`src/verilog/uart_cfg_params.svh`:
```
// Purpose: offsets, field positions, codes and timing counts for the uart block
// Assumes: byte-wide memory-mapped registers
// Notes: every constant is a macro
`ifndef UART_CFG_PARAMS_SVH
`define UART_CFG_PARAMS_SVH

`define ADDR_ASYNC_CFG    16'hFF70
`define ADDR_RX_STATUS    16'hFF71
`define ADDR_SYNC_CFG     16'hFF72
`define ADDR_BAUD_SEL     16'hFF73
`define ADDR_RX_BUFFER    16'hFF74
`define ADDR_TX_DATA      16'hFF75

`define REG_RESET         8'h00

`define TX_ENABLE_BIT     7
`define RX_ENABLE_BIT     6
`define PARITY_HI_BIT     5
`define PARITY_LO_BIT     4
`define CHAR_LEN_BIT      3
`define STOP_LEN_BIT      2

`define PAR_NONE          2'h0
`define PAR_ZERO          2'h1
`define PAR_ODD           2'h2
`define PAR_EVEN          2'h3

`define SRC_EXT_CODE      4'h8
`define SRC_DIV_MAX       4'h7

`define TICKS_PER_BIT     4'hF
`define TICKS_HALF_BIT    4'h7

`endif

```
`src/verilog/uart_cfg_pkg.sv`:
```
// Purpose: types for the uart block
// Assumes: nothing
// Notes: state enums only
package uart_cfg_pkg;
    typedef enum logic [2:0] {TX_IDLE, TX_START, TX_DATA, TX_PARITY, TX_STOP} tx_state_t;
    typedef enum logic [2:0] {RX_IDLE, RX_START, RX_DATA, RX_PARITY, RX_STOP} rx_state_t;
endpackage

```
`src/verilog/uart_mode_config.sv`:
```
// Purpose: uart mode registers, error status, baud select and frame engine
// Assumes: byte and single-bit register access from the processor side
// Notes: bit period is sixteen ticks of the selected source
// Operation
// - async bit 7 enables transmit
// - async bit 6 enables receive
// - bits 5:4 choose none/zero/odd/even parity
// - bit 3 selects seven or eight bits
// - bit 2 selects one or two stop
// - receiver checks just one stop bit
// - status bit 2 flags parity mismatch
// - status bit 1 flags missing stop bit
// - status bit 0 flags unread buffer overrun
// - overrun repeats each frame until buffer read
// - status read-only, upper five bits zero
// - baud bits 7:4 choose clock source
// - reset clears all four registers
// - system baud is fx over 2^(n+1)*16
// - external baud is pin rate over 16
// - seven-bit mode drops and zeroes bit 7
`timescale 1ns/1ps
`include "uart_cfg_params.svh"
module uart_mode_config
    import uart_cfg_pkg::*;
(
    input  wire logic        clk_in,
    input  wire logic        sys_rst_in,
    input  wire logic [15:0] addr_in,
    input  wire logic        wr_en_in,
    input  wire logic [7:0]  wdata_in,
    input  wire logic        bit_wr_in,
    input  wire logic [2:0]  bit_idx_in,
    input  wire logic        bit_val_in,
    input  wire logic        rd_en_in,
    output logic [7:0]       rdata_out,
    input  wire logic        rxd_in,
    input  wire logic        ext_baud_clk_pin_in,
    output logic             txd_out,
    output logic             tx_busy_out,
    output logic             tx_done_out,
    output logic             rx_done_out
);
    logic [7:0] async_frame_config;
    logic [7:0] sync_serial_config;
    logic [7:0] baud_source_select;
    logic [7:0] receive_buffer;
    logic       parity_err_flag;
    logic       framing_err_flag;
    logic       overrun_err_flag;
    logic       buf_full;
    logic       tick;
    logic       tx_en;
    logic       rx_en;
    logic [1:0] par_mode;
    logic       char8;
    logic       stop2;
    logic [2:0] last_bit;
    tx_state_t  tx_state;
    logic [7:0] tx_shift;
    logic [3:0] tx_ticks;
    logic [2:0] tx_bits;
    logic       tx_stop_cnt;
    logic       tx_pending;
    logic [7:0] tx_hold;
    logic       tx_par;
    rx_state_t  rx_state;
    logic [7:0] rx_shift;
    logic [3:0] rx_ticks;
    logic [2:0] rx_bits;
    logic       rx_par_bit;
    logic       rx_meta;
    logic       rx_sync;
    logic       rx_complete;
    logic       rx_stop_ok;
    logic       rx_par_bad;
    logic       buf_read;
    logic [7:0] rx_data_out;

    function automatic logic hit(input logic [15:0] a, input logic [15:0] b);
        hit = (a == b);
    endfunction
    function automatic logic [7:0] put_bit(input logic [7:0] r, input logic [2:0] i,
                                           input logic v);
        put_bit = (r & ~(8'h01 << i)) | ({7'h00, v} << i);
    endfunction

    assign tx_en    = async_frame_config[`TX_ENABLE_BIT];
    assign rx_en    = async_frame_config[`RX_ENABLE_BIT];
    assign par_mode = async_frame_config[`PARITY_HI_BIT:`PARITY_LO_BIT];
    assign char8    = async_frame_config[`CHAR_LEN_BIT];
    assign stop2    = async_frame_config[`STOP_LEN_BIT];
    assign last_bit = char8 ? 3'h7 : 3'h6;
    assign buf_read = rd_en_in & hit(addr_in, `ADDR_RX_BUFFER);

    baud_tick_gen u_baud (
        .clk_in     (clk_in),
        .sys_rst_in (sys_rst_in),
        .src_sel_in (baud_source_select[7:4]),
        .ext_clk_in (ext_baud_clk_pin_in),
        .tick_out   (tick)
    );

    // mode registers: byte or single-bit writes
    always_ff @(posedge clk_in) begin
        if (sys_rst_in) begin
            async_frame_config <= `REG_RESET;
            sync_serial_config <= `REG_RESET;
        end else if (wr_en_in || bit_wr_in) begin
            if (hit(addr_in, `ADDR_ASYNC_CFG)) begin
                async_frame_config <= wr_en_in ? wdata_in
                                      : put_bit(async_frame_config, bit_idx_in, bit_val_in);
            end
            if (hit(addr_in, `ADDR_SYNC_CFG)) begin
                sync_serial_config <= wr_en_in ? wdata_in
                                      : put_bit(sync_serial_config, bit_idx_in, bit_val_in);
            end
        end
    end
    // baud select takes whole-byte writes only
    always_ff @(posedge clk_in) begin
        if (sys_rst_in) begin
            baud_source_select <= `REG_RESET;
        end else if (wr_en_in && hit(addr_in, `ADDR_BAUD_SEL)) begin
            baud_source_select <= wdata_in;
        end
    end

    // read data, registered one cycle after the strobe
    always_ff @(posedge clk_in) begin
        if (sys_rst_in) begin
            rdata_out <= 8'h00;
        end else if (rd_en_in) begin
            unique case (addr_in)
                `ADDR_ASYNC_CFG: rdata_out <= async_frame_config;
                `ADDR_RX_STATUS: rdata_out <= {5'h00, parity_err_flag, framing_err_flag,
                                               overrun_err_flag};
                `ADDR_SYNC_CFG:  rdata_out <= sync_serial_config;
                `ADDR_BAUD_SEL:  rdata_out <= baud_source_select;
                `ADDR_RX_BUFFER: rdata_out <= receive_buffer;
                default:         rdata_out <= 8'h00;
            endcase
        end
    end
    // transmit holding byte, accepted only while enabled and free
    always_ff @(posedge clk_in) begin
        if (sys_rst_in) begin
            tx_pending <= 1'b0;
            tx_hold    <= 8'h00;
        end else if (wr_en_in && hit(addr_in, `ADDR_TX_DATA) && tx_en && !tx_pending
                     && tx_state == TX_IDLE) begin
            tx_pending <= 1'b1;
            tx_hold    <= char8 ? wdata_in : {1'b0, wdata_in[6:0]};
        end else if (tx_state == TX_START || !tx_en) begin
            tx_pending <= 1'b0;
        end
    end
    // parity value for the outgoing byte
    always_comb begin
        unique case (par_mode)
            `PAR_ODD:  tx_par = ~^tx_shift;
            `PAR_EVEN: tx_par = ^tx_shift;
            default:   tx_par = 1'b0;
        endcase
    end
    // transmit frame sequencer
    always_ff @(posedge clk_in) begin
        if (sys_rst_in) begin
            tx_state    <= TX_IDLE;
            tx_shift    <= 8'h00;
            tx_ticks    <= 4'h0;
            tx_bits     <= 3'h0;
            tx_stop_cnt <= 1'b0;
            tx_done_out <= 1'b0;
        end else begin
            tx_done_out <= 1'b0;
            if (!tx_en) begin
                tx_state <= TX_IDLE;
            end else if (tx_state == TX_IDLE) begin
                if (tx_pending) begin
                    tx_state <= TX_START;
                    tx_shift <= tx_hold;
                    tx_ticks <= 4'h0;
                end
            end else if (tick) begin
                tx_ticks <= tx_ticks + 4'h1;
                if (tx_ticks == `TICKS_PER_BIT) begin
                    unique case (tx_state)
                        TX_START: begin
                            tx_state <= TX_DATA;
                            tx_bits  <= 3'h0;
                        end
                        TX_DATA: begin
                            tx_bits <= tx_bits + 3'h1;
                            if (tx_bits == last_bit) begin
                                tx_state    <= (par_mode == `PAR_NONE) ? TX_STOP : TX_PARITY;
                                tx_stop_cnt <= 1'b0;
                            end
                        end
                        TX_PARITY: begin
                            tx_state    <= TX_STOP;
                            tx_stop_cnt <= 1'b0;
                        end
                        TX_STOP: begin
                            tx_stop_cnt <= 1'b1;
                            if (!stop2 || tx_stop_cnt) begin
                                tx_state    <= TX_IDLE;
                                tx_done_out <= 1'b1;
                            end
                        end
                        TX_IDLE: tx_state <= TX_IDLE;
                    endcase
                end
            end
        end
    end

    // serial line drive, high outside a frame and at once on disable
    always_ff @(posedge clk_in) begin
        if (sys_rst_in || !tx_en) begin
            txd_out <= 1'b1;
        end else begin
            unique case (tx_state)
                TX_START:  txd_out <= 1'b0;
                TX_DATA:   txd_out <= tx_shift[tx_bits];
                TX_PARITY: txd_out <= tx_par;
                default:   txd_out <= 1'b1;
            endcase
        end
    end
    assign tx_busy_out = (tx_state != TX_IDLE) | tx_pending;
    // receive line synchroniser
    always_ff @(posedge clk_in) begin
        if (sys_rst_in) begin
            rx_meta <= 1'b1;
            rx_sync <= 1'b1;
        end else begin
            rx_meta <= rxd_in;
            rx_sync <= rx_meta;
        end
    end

    // receive frame sequencer
    always_ff @(posedge clk_in) begin
        if (sys_rst_in) begin
            rx_state    <= RX_IDLE;
            rx_shift    <= 8'h00;
            rx_ticks    <= 4'h0;
            rx_bits     <= 3'h0;
            rx_par_bit  <= 1'b0;
            rx_complete <= 1'b0;
            rx_stop_ok  <= 1'b0;
        end else begin
            rx_complete <= 1'b0;
            if (!rx_en) begin
                rx_state <= RX_IDLE;
            end else if (rx_state == RX_IDLE) begin
                if (!rx_sync) begin
                    rx_state <= RX_START;
                    rx_ticks <= 4'h0;
                    rx_shift <= 8'h00;
                end
            end else if (tick) begin
                rx_ticks <= rx_ticks + 4'h1;
                if (rx_state == RX_START && rx_ticks == `TICKS_HALF_BIT) begin
                    rx_ticks <= 4'h0;
                    rx_bits  <= 3'h0;
                    rx_state <= rx_sync ? RX_IDLE : RX_DATA;
                end else if (rx_state != RX_START && rx_ticks == `TICKS_PER_BIT) begin
                    unique case (rx_state)
                        RX_DATA: begin
                            rx_shift[rx_bits] <= rx_sync;
                            rx_bits <= rx_bits + 3'h1;
                            if (rx_bits == last_bit) begin
                                rx_state <= (par_mode == `PAR_NONE) ? RX_STOP : RX_PARITY;
                            end
                        end
                        RX_PARITY: begin
                            rx_par_bit <= rx_sync;
                            rx_state   <= RX_STOP;
                        end
                        RX_STOP: begin
                            rx_stop_ok  <= rx_sync;
                            rx_complete <= 1'b1;
                            rx_state    <= RX_IDLE;
                        end
                        default: rx_state <= RX_IDLE;
                    endcase
                end
            end
        end
    end
    // received parity check, only for odd or even
    always_comb begin
        unique case (par_mode)
            `PAR_ODD:  rx_par_bad = ~(^rx_shift ^ rx_par_bit);
            `PAR_EVEN: rx_par_bad = ^rx_shift ^ rx_par_bit;
            default:   rx_par_bad = 1'b0;
        endcase
    end
    assign rx_data_out = char8 ? rx_shift : {1'b0, rx_shift[6:0]};
    // buffer load, flags and completion pulse together
    always_ff @(posedge clk_in) begin
        if (sys_rst_in) begin
            receive_buffer   <= 8'h00;
            parity_err_flag  <= 1'b0;
            framing_err_flag <= 1'b0;
            overrun_err_flag <= 1'b0;
            rx_done_out      <= 1'b0;
        end else begin
            rx_done_out <= rx_complete;
            if (rx_complete) begin
                receive_buffer   <= rx_data_out;
                parity_err_flag  <= rx_par_bad;
                framing_err_flag <= ~rx_stop_ok;
                overrun_err_flag <= buf_full;
            end
        end
    end
    // unread-buffer marker; a new frame wins over a same-cycle read
    always_ff @(posedge clk_in) begin
        if (sys_rst_in) begin
            buf_full <= 1'b0;
        end else if (rx_complete) begin
            buf_full <= 1'b1;
        end else if (buf_read) begin
            buf_full <= 1'b0;
        end
    end
endmodule

```
`src/verilog/baud_tick_gen.sv`:
```
// Purpose: sixteen-per-bit tick from system clock divider or external pin
// Assumes: ext pin is asynchronous to clk_in
// Notes: prohibited source codes give no tick
`timescale 1ns/1ps
`include "uart_cfg_params.svh"
module baud_tick_gen
    import uart_cfg_pkg::*;
(
    input  wire logic       clk_in,
    input  wire logic       sys_rst_in,
    input  wire logic [3:0] src_sel_in,
    input  wire logic       ext_clk_in,
    output logic            tick_out
);
    logic [7:0] div_cnt;
    logic       ext_meta;
    logic       ext_sync;
    logic       ext_prev;

    // mask of low n bits, n = code + 1
    function automatic logic [7:0] div_mask(input logic [3:0] code);
        div_mask = 8'hFF >> (3'h7 - code[2:0]);
    endfunction

    always_ff @(posedge clk_in) begin
        if (sys_rst_in) begin
            div_cnt <= 8'h00;
        end else begin
            div_cnt <= div_cnt + 8'h01;
        end
    end

    always_ff @(posedge clk_in) begin
        if (sys_rst_in) begin
            ext_meta <= 1'b0;
            ext_sync <= 1'b0;
            ext_prev <= 1'b0;
        end else begin
            ext_meta <= ext_clk_in;
            ext_sync <= ext_meta;
            ext_prev <= ext_sync;
        end
    end

    // system clock over 2^n, or one tick per external rising edge
    always_comb begin
        if (src_sel_in <= `SRC_DIV_MAX) begin
            tick_out = ((div_cnt & div_mask(src_sel_in)) == div_mask(src_sel_in));
        end else if (src_sel_in == `SRC_EXT_CODE) begin
            tick_out = ext_sync & ~ext_prev;
        end else begin
            tick_out = 1'b0;
        end
    end
endmodule

```
`config.mk`:
```
export PLATFORM = sky130hd
export DESIGN_NAME = uart_mode_config
export DESIGN_NICKNAME = d
export VERILOG_FILES = /design/src/verilog/uart_cfg_pkg.sv /design/src/verilog/uart_mode_config.sv /design/src/verilog/baud_tick_gen.sv
export VERILOG_INCLUDE_DIRS = /design/src /design/src/verilog
export SDC_FILE = /design/constraint.sdc
export NUM_CORES = 1
export LEC_CHECK = 0
export ABC_AREA = 1
export ABC_CLOCK_PERIOD_IN_PS = 4800
export BUFFER_PORTS_ARGS = -buffer_cell sky130_fd_sc_hd__buf_2
export CORE_ASPECT_RATIO = 0.9
export CORE_MARGIN = 2
export CORE_UTILIZATION = 40
export CTS_CLUSTER_SIZE = 24
export DETAILED_ROUTE_END_ITERATION = 10
export PLACE_DENSITY = 0.65
export RECOVER_POWER = 50
export SYNTH_ARGS = -nofsm -noshare
export SYNTH_HDL_FRONTEND = slang
export SYNTH_HIERARCHICAL = 1
export SYNTH_SLANG_ARGS = --single-unit
```
`constraint.sdc`:
```
create_clock -name clk_in -period 4.8 [get_ports clk_in]
set_input_delay 0.48 -clock clk_in [delete_from_list [all_inputs] [get_ports clk_in]]
set_output_delay 0.48 -clock clk_in [all_outputs]
set_load 0.02 [all_outputs]
```
==> flow_summary_export.csv, run 1 <==
group,metric,value,unit
run_status,run_status,"finished, violations left",
run_status,violations,"capacitance limit, slew limit",
pwr,p_int,0.00137,W
sta,whs,306,ps
synthesis,synth_top_area_share,37.9,%
worst_setup_path,end_kind,"register",
synthesis,synth_fa_ha_area_share,1.09,%
global_routing,grt_pass1_vias,4874,
layout,area_growth_syn_to_layout,11.4,%
pwr,switching_share,23.4,%
pwr,p_clk_share,44.2,%
clocking,cts.reportedPaths.clkPinSlew,70,ps
floorplan,coreArea,0.0141,mm^2
synthesis,synth_xor_area_share,1.37,%
detailed_routing,drtIter0Drc,517,
synthesis,synth_edf_count,0,
pwr,total_power,0.00179,W
sta,fin_ws,2090,ps
worst_setup_path,start_kind,"input port",
detailed_routing,dr.pass1.iters,5,
place,gp_congestion,0.863,
synthesis,synth_area_leaders,"dfxtp_1 (38%), nand2_1 (10%), a21oi_1 (9.3%)",
sta,tightest_slew,2310,ps
synthesis,yosysMostFrequentCell,"nand2_1",
worst_setup_path,required,5040,ps
place,dp_hpwl,11000,um
pwr,p_leak,2.59,nW
synthesis,synthSimpleGateAreaFrac,31.4,%
clocking,cts_buffers,9,
synthesis,synth_seq_cells,109,
worst_setup_path,r2r_setup_slack,2660,ps
global_routing,grt_overflow_total,0,
sta,slew_headroom,-54.0,%
synthesis,syn-num-nets,892,
detailed_routing,drt-total-wl,14800,um
synthesis,syn-cell-area,0.00576,mm^2
floorplan,rows,41,
global_routing,antenna_found_initial,0,
job,maxCapViolCount,2,
pwr,peakVddDrop,0.000177,V
sta,fmax,0.369,GHz
synthesis,yosys.area.top_type,"dfxtp_1",
synthesis,synthCells,852,
sta,layout_worst_path_cycle_share,56.4,%
synthesis,synth.avg_cell_area,6.76,um^2
min_path,hold_path_class,"in2reg",
worst_setup_path,worstPathArrival,2950,ps
clocking,cts_resized,0,
floorplan,die_h,118,um
place,port_buffers,46,
detailed_routing,avgViaCountPerCell,5.14,
global_routing,grt_pass1_wl,24700,um
synthesis,dominantRegCellSynth,"dfxtp_1",
synthesis,synth_top_family_by_area,"simple AND/OR/NAND/NOR gates",
synthesis,ys_async_sr_fraction,0,%
layout,final_core_util,45.6,%
clocking,clock_latency,350,ps
clocking,ctsHtreeMaxLevel,3,
synthesis,synth.area.mux_share,0,%
pwr,combPwrFrac,4.9,%
sta,hold_viol,0,
pwr,pwr-share-seq,50.8,%
global_routing,grt_max_degree,51,
place,dp_slack,2750,ps
synthesis,ys_types,41,
synthesis,seq_area_frac_synth,37.9,%
detailed_routing,wl_per_cell,13.7,um
sta,setup_viol,0,
floorplan,io_pins,47,
clocking,post_cts_buffers,0,
sta,skew,10.1,ps
layout,n_antenna_cell,0,
floorplan,start_util,41.0,%
layout,final_nets,924,
clocking,ctsHoldBuffers,0,
worst_setup_path,path_max_fanout,50,
floorplan,dieArea,0.0154,mm^2
sta,post-route-min-period,2710,ps
clocking,cts_tree,"done",
clocking,cts-root-buf,"clkbuf_16",
layout,layout-drive-gt1-share,11.0,%
synthesis,synth_compound_area_share,18.4,%
floorplan,die_w,130,um
clocking,clockBufferDepth,2,
synthesis,yosysWarnings,6,
detailed_routing,drc,0,
pwr,p_per_area,280,mW/mm^2
pwr,netSwitchingPower,0.000420,W
clocking,cts_sinks,109,
worst_setup_path,path_class,"in2reg",
synthesis,ys_top_cells_by_count,"nand2_1 (153), dfxtp_1 (109), a21oi_1 (107)",
global_routing,grtUsageTotal,20.2,%
sta,slew_violations,93,
detailed_routing,ant_nets,0,
sta,rsz0062_at_grt,"no",
detailed_routing,vias,5565,
sta,finalSetupTns,0,ps
==> worst paths after layout <==
check | startpoint | cells after the start | end
worst max-delay path | sys_rst_in | 5 | tx_state[0]
worst min-delay path | rxd_in | 2 | rx_meta
worst max register to register | baud_source_select[5] | 14 | rx_shift[5]
worst min register to register | u_baud/ext_meta | 2 | u_baud/ext_sync
==> logic make-up after synthesis <==
kind of cell | count (synthesis)
XOR/XNOR | 9
AND/OR/NAND/NOR | 383
AO/OA/AOI/OAI | 205
flip-flops | 109
buffers and inverters | 141
adder cells (fa/ha/maj) | 5
==> power by group through the flow <==
stage	clock [W]	sequential [W]	combinational, W
2_1_floorplan	0	0.000934	0.0000517
3_3_place_gp	0	0.000934	0.0000879
3_5_place_dp	0	0.000934	0.0000880
4_1_cts	0.000808	0.000912	0.0000884
5_1_grt	0.000844	0.000913	0.000100
6_report	0.000794	0.000912	0.0000883
==> metal layers <==
metal  up-vias  global-route usage [%]  part of all wire (%)
met3        16                    3.45                   4.4
met1      2545                    30.8                    52
met2       124                    29.4                    43
met5         -                       0                     0
li1       2880                       -                     -
met4         0                    4.59                   1.3
==> cells in the final DEF (no fill, tap or decap), types with 3 or more instances in the layout <==
master,instances
nor2_4,6
nor4_1,8
nand3_1,68
dfxtp_1,109
clkbuf_1,13
nand2_4,4
o21ai_2,3
o21ai_0,85
xnor2_1,4
ha_1,5
xor2_1,5
nor2_2,7
buf_2,35
a21oi_1,107
nand2_2,7
clkbuf_16,9
nor3_1,35
inv_1,104
nand4_1,14
inv_2,7
nor2_1,69
nand2_1,153
==> sequential cells by signal, indices dropped and copies added (netlist names), 3 cells and up <==
| name | count |
|---|---|
| rx_shift | 8 |
| rdata_out | 8 |
| tx_hold | 8 |
| rx_bits | 3 |
| sync_serial_config | 8 |
| receive_buffer | 8 |
| u_baud/div_cnt | 8 |
| tx_bits | 3 |
| baud_source_select | 8 |
| tx_state | 3 |
| rx_ticks | 4 |
| tx_ticks | 4 |
| rx_state | 3 |
| tx_shift | 8 |
| async_frame_config | 8 |
==> stage by stage <==
stage | area (um^2) | instances
floorplan | 5760 | 852
global placement | 6120 | 1066
detailed placement | 6120 | 1066
CTS | 6430 | 1082
global route | 6410 | 1082
finish | 6410 | 1082
==> critical path, stage by stage <==
cell,delay [ps]
buf_2,80
clkbuf_1,1630
nor2_1,440
o21ai_0,220
a21oi_1,60
==> final cells by class <==
type / count / area (um^2)
clock inverter: 5 / 65.1
timing repair buffer: 48 / 224
sequential: 109 / 2180
clock buffer: 11 / 253
fill: 1529 / 7640
tap: 193 / 241
multi-input combinational: 602 / 3010
inverter: 114 / 434
Power figures use the tool's default switching activity.
==> run 2, diff against run 1 <==
ABC_CLOCK_PERIOD_IN_PS = 2200   (was 4800)
PLACE_DENSITY = 0.67   (was 0.65)
clock period = 2.2 ns   (was 4.8 ns; I/O delays follow)
==> flow_summary_export.csv, run 2 (synthesized netlist as in run 1, its figures left out) <==
group,metric,value,unit
run_status,run_status,"finished, final reports clean",
layout,n_antenna_cell,0,
clocking,cts.reportedPaths.clkPinSlew,80,ps
worst_setup_path,crit_path_top_delay_cell,"dfxtp_1",
worst_setup_path,rr_endpoint,"rx_shift[1]",
layout,multi_input_area,0.00302,mm^2
sta,fmax,0.516,GHz
worst_setup_path,required,2440,ps
layout,regArea,0.00218,mm^2
worst_setup_path,critPathTopFamily,"simple AND/OR/NAND/NOR gates",
clocking,ctsHtreeMaxLevel,3,
layout,fin_cells,1090,
detailed_routing,drtIter0Drc,573,
worst_setup_path,crit_path_frequent_cell,"nand2_1",
min_path,hold_path_class,"in2reg",
worst_setup_path,path_max_fanout,7,
worst_setup_path,path_class,"reg2reg",
worst_setup_path,end_kind,"register",
pwr,p_per_area,618,mW/mm^2
place,dp_hpwl,11100,um
clocking,clockBufferDepth,2,
sta,hold_viol,0,
sta,finalSetupTns,0,ps
detailed_routing,drt-total-wl,14900,um
layout,layout-drive-gt1-share,11.6,%
sta,slew_violations,0,
worst_setup_path,cpPeakStageDelay,370,ps
sta,layout_worst_path_cycle_share,88.1,%
sta,post-route-min-period,1940,ps
worst_setup_path,cp_num_buf_inv,1,
detailed_routing,drc,0,
global_routing,use_met1,29.3,%
global_routing,grt_pass1_vias,5145,
layout,final_cell_mix,"nand2_1 (153), dfxtp_1 (109), a21oi_1 (107)",
detailed_routing,ant_nets,0,
sta,slew_headroom,38.1,%
layout,fillers,1492,
floorplan,die_h,118,um
global_routing,use_met2,29.9,%
pwr,peakVddDrop,0.000378,V
layout,mostFrequentLayoutCell,"nand2_1",
detailed_routing,wl_per_cell,13.6,um
clocking,cts_buffers,9,
worst_setup_path,r2r_setup_slack,260,ps
place,placed_cells,1071,
detailed_routing,avgViaCountPerCell,5.08,
worst_setup_path,crit_path_cell_trace,"nor2_1 > nand2_1 > nor3_1 > nand2_1 > nand2_2 > inv_1 > nand2_2 > nand3_4 > nor2_2 > o21ai_0 > nand2_1 > a21oi_1",
clocking,cts_tree,"done",
global_routing,antenna_found_initial,0,
floorplan,dieArea,0.0154,mm^2
pwr,p_leak,2.63,nW
floorplan,start_util,41.0,%
floorplan,rows,41,
clocking,cts-root-buf,"clkbuf_16",
global_routing,grt_pass1_wl,24800,um
min_path,holdPathEnd,"rx_meta",
floorplan,coreArea,0.0141,mm^2
worst_setup_path,reg2reg_from,"baud_source_select[5]",
global_routing,grt_overflow_total,0,
place,gp_congestion,0.865,
worst_setup_path,worstPathArrival,2180,ps
sta,tightest_slew,929,ps
min_path,min_from,"rxd_in",
global_routing,grt_most_used_layer,"met2",
pwr,total_power,0.00401,W
worst_setup_path,ff2ff_path_depth,12,
floorplan,io_pins,47,
job,maxCapViolCount,0,
clocking,clock_latency,360,ps
global_routing,grt_max_degree,33,
floorplan,die_w,130,um
layout,area_growth_syn_to_layout,12.6,%
sta,rsz0062_at_grt,"no",
clocking,cts_sinks,109,
worst_setup_path,start_kind,"register",
layout,final_nets,932,
detailed_routing,dr.pass1.iters,6,
min_path,min_path_cells,2,
sta,skew,9.96,ps
place,port_buffers,46,
global_routing,use_met3,4.05,%
detailed_routing,vias,5540,
sta,setup_viol,0,
global_routing,grtUsageTotal,20.1,%
## run 2: cell types whose count changed in the layout (fill, tap and decap cells not counted), moves of 2 or more
cell / delta
clkbuf_8: -2
nor2_2: +2
clkinv_4: -2
buf_4: +5
buf_2: -2
clkbuf_1: +2
## run 2: stage by stage
step                instance area [um^2]  hold slack, ps  util (%)  worst slack [ps]
floorplan                           5760             287         -               565
global placement                    6170             391      43.9               267
detailed placement                  6170             394      43.9               176
CTS                                 6490            32.4      46.2               168
global route                        6480            34.8      46.1              67.1
finish                              6480            39.2      46.1               261
## run 2: timing repair
item | 4_1_cts | 5_1_grt
hold buffers | 0 | 0
resized for setup | 0 | 1
endpoints found under the setup margin | 0 | 8
buffers inserted | 0 | 2
## run 2: layout make-up
| class | instances | share of cell area, % |
|---|---|---|
| clock inverters | 7 | 1.58 |
| multi-input cells | 603 | 46.5 |
| clock buffers | 9 | 3.47 |
| flip-flops and latches | 109 | 33.6 |
| inverters | 114 | 6.69 |
| well taps | 193 | 3.72 |
| repair buffers | 55 | 4.38 |
## run 2: how the worst max path moves through the flow
stage	start	end	depth (start not counted)	slack (ps)
5_1_grt	baud_source_select[6]	rx_shift[5]	14	70
2_1_floorplan	baud_source_select[5]	rx_shift[4]	15	560
4_1_cts	baud_source_select[5]	rx_shift[0]	14	170
6_report	baud_source_select[5]	rx_shift[1]	12	260
3_3_place_gp	baud_source_select[6]	rx_shift[2]	14	270
3_5_place_dp	baud_source_select[5]	rx_shift[0]	14	180
## run 2: worst reg2reg max path: stages, from the launching register on
cell	delay [ps]
dfxtp_1	370
nor2_1	150
nand2_1	80
nor3_1	150
nand2_1	80
nand2_2	140
inv_1	90
nand2_2	100
nand3_4	120
nor2_2	270
o21ai_0	140
nand2_1	70
a21oi_1	60
## run 2: where the power goes
| group | total [W] | internal [W] | switching (W) |
|---|---|---|---|
| sequential | 0.00199 | 0.00198 | 0.00000886 |
| clock | 0.00182 | 0.00102 | 0.000797 |
| combinational | 0.000201 | 0.0000628 | 0.000138 |
## run 2: metal layers
layer  vias up  wire length (um)
li1       2894                 -
met1      2480              7450
met3        21               839
met4         0               238
met5         -                 0
met2       145              6330
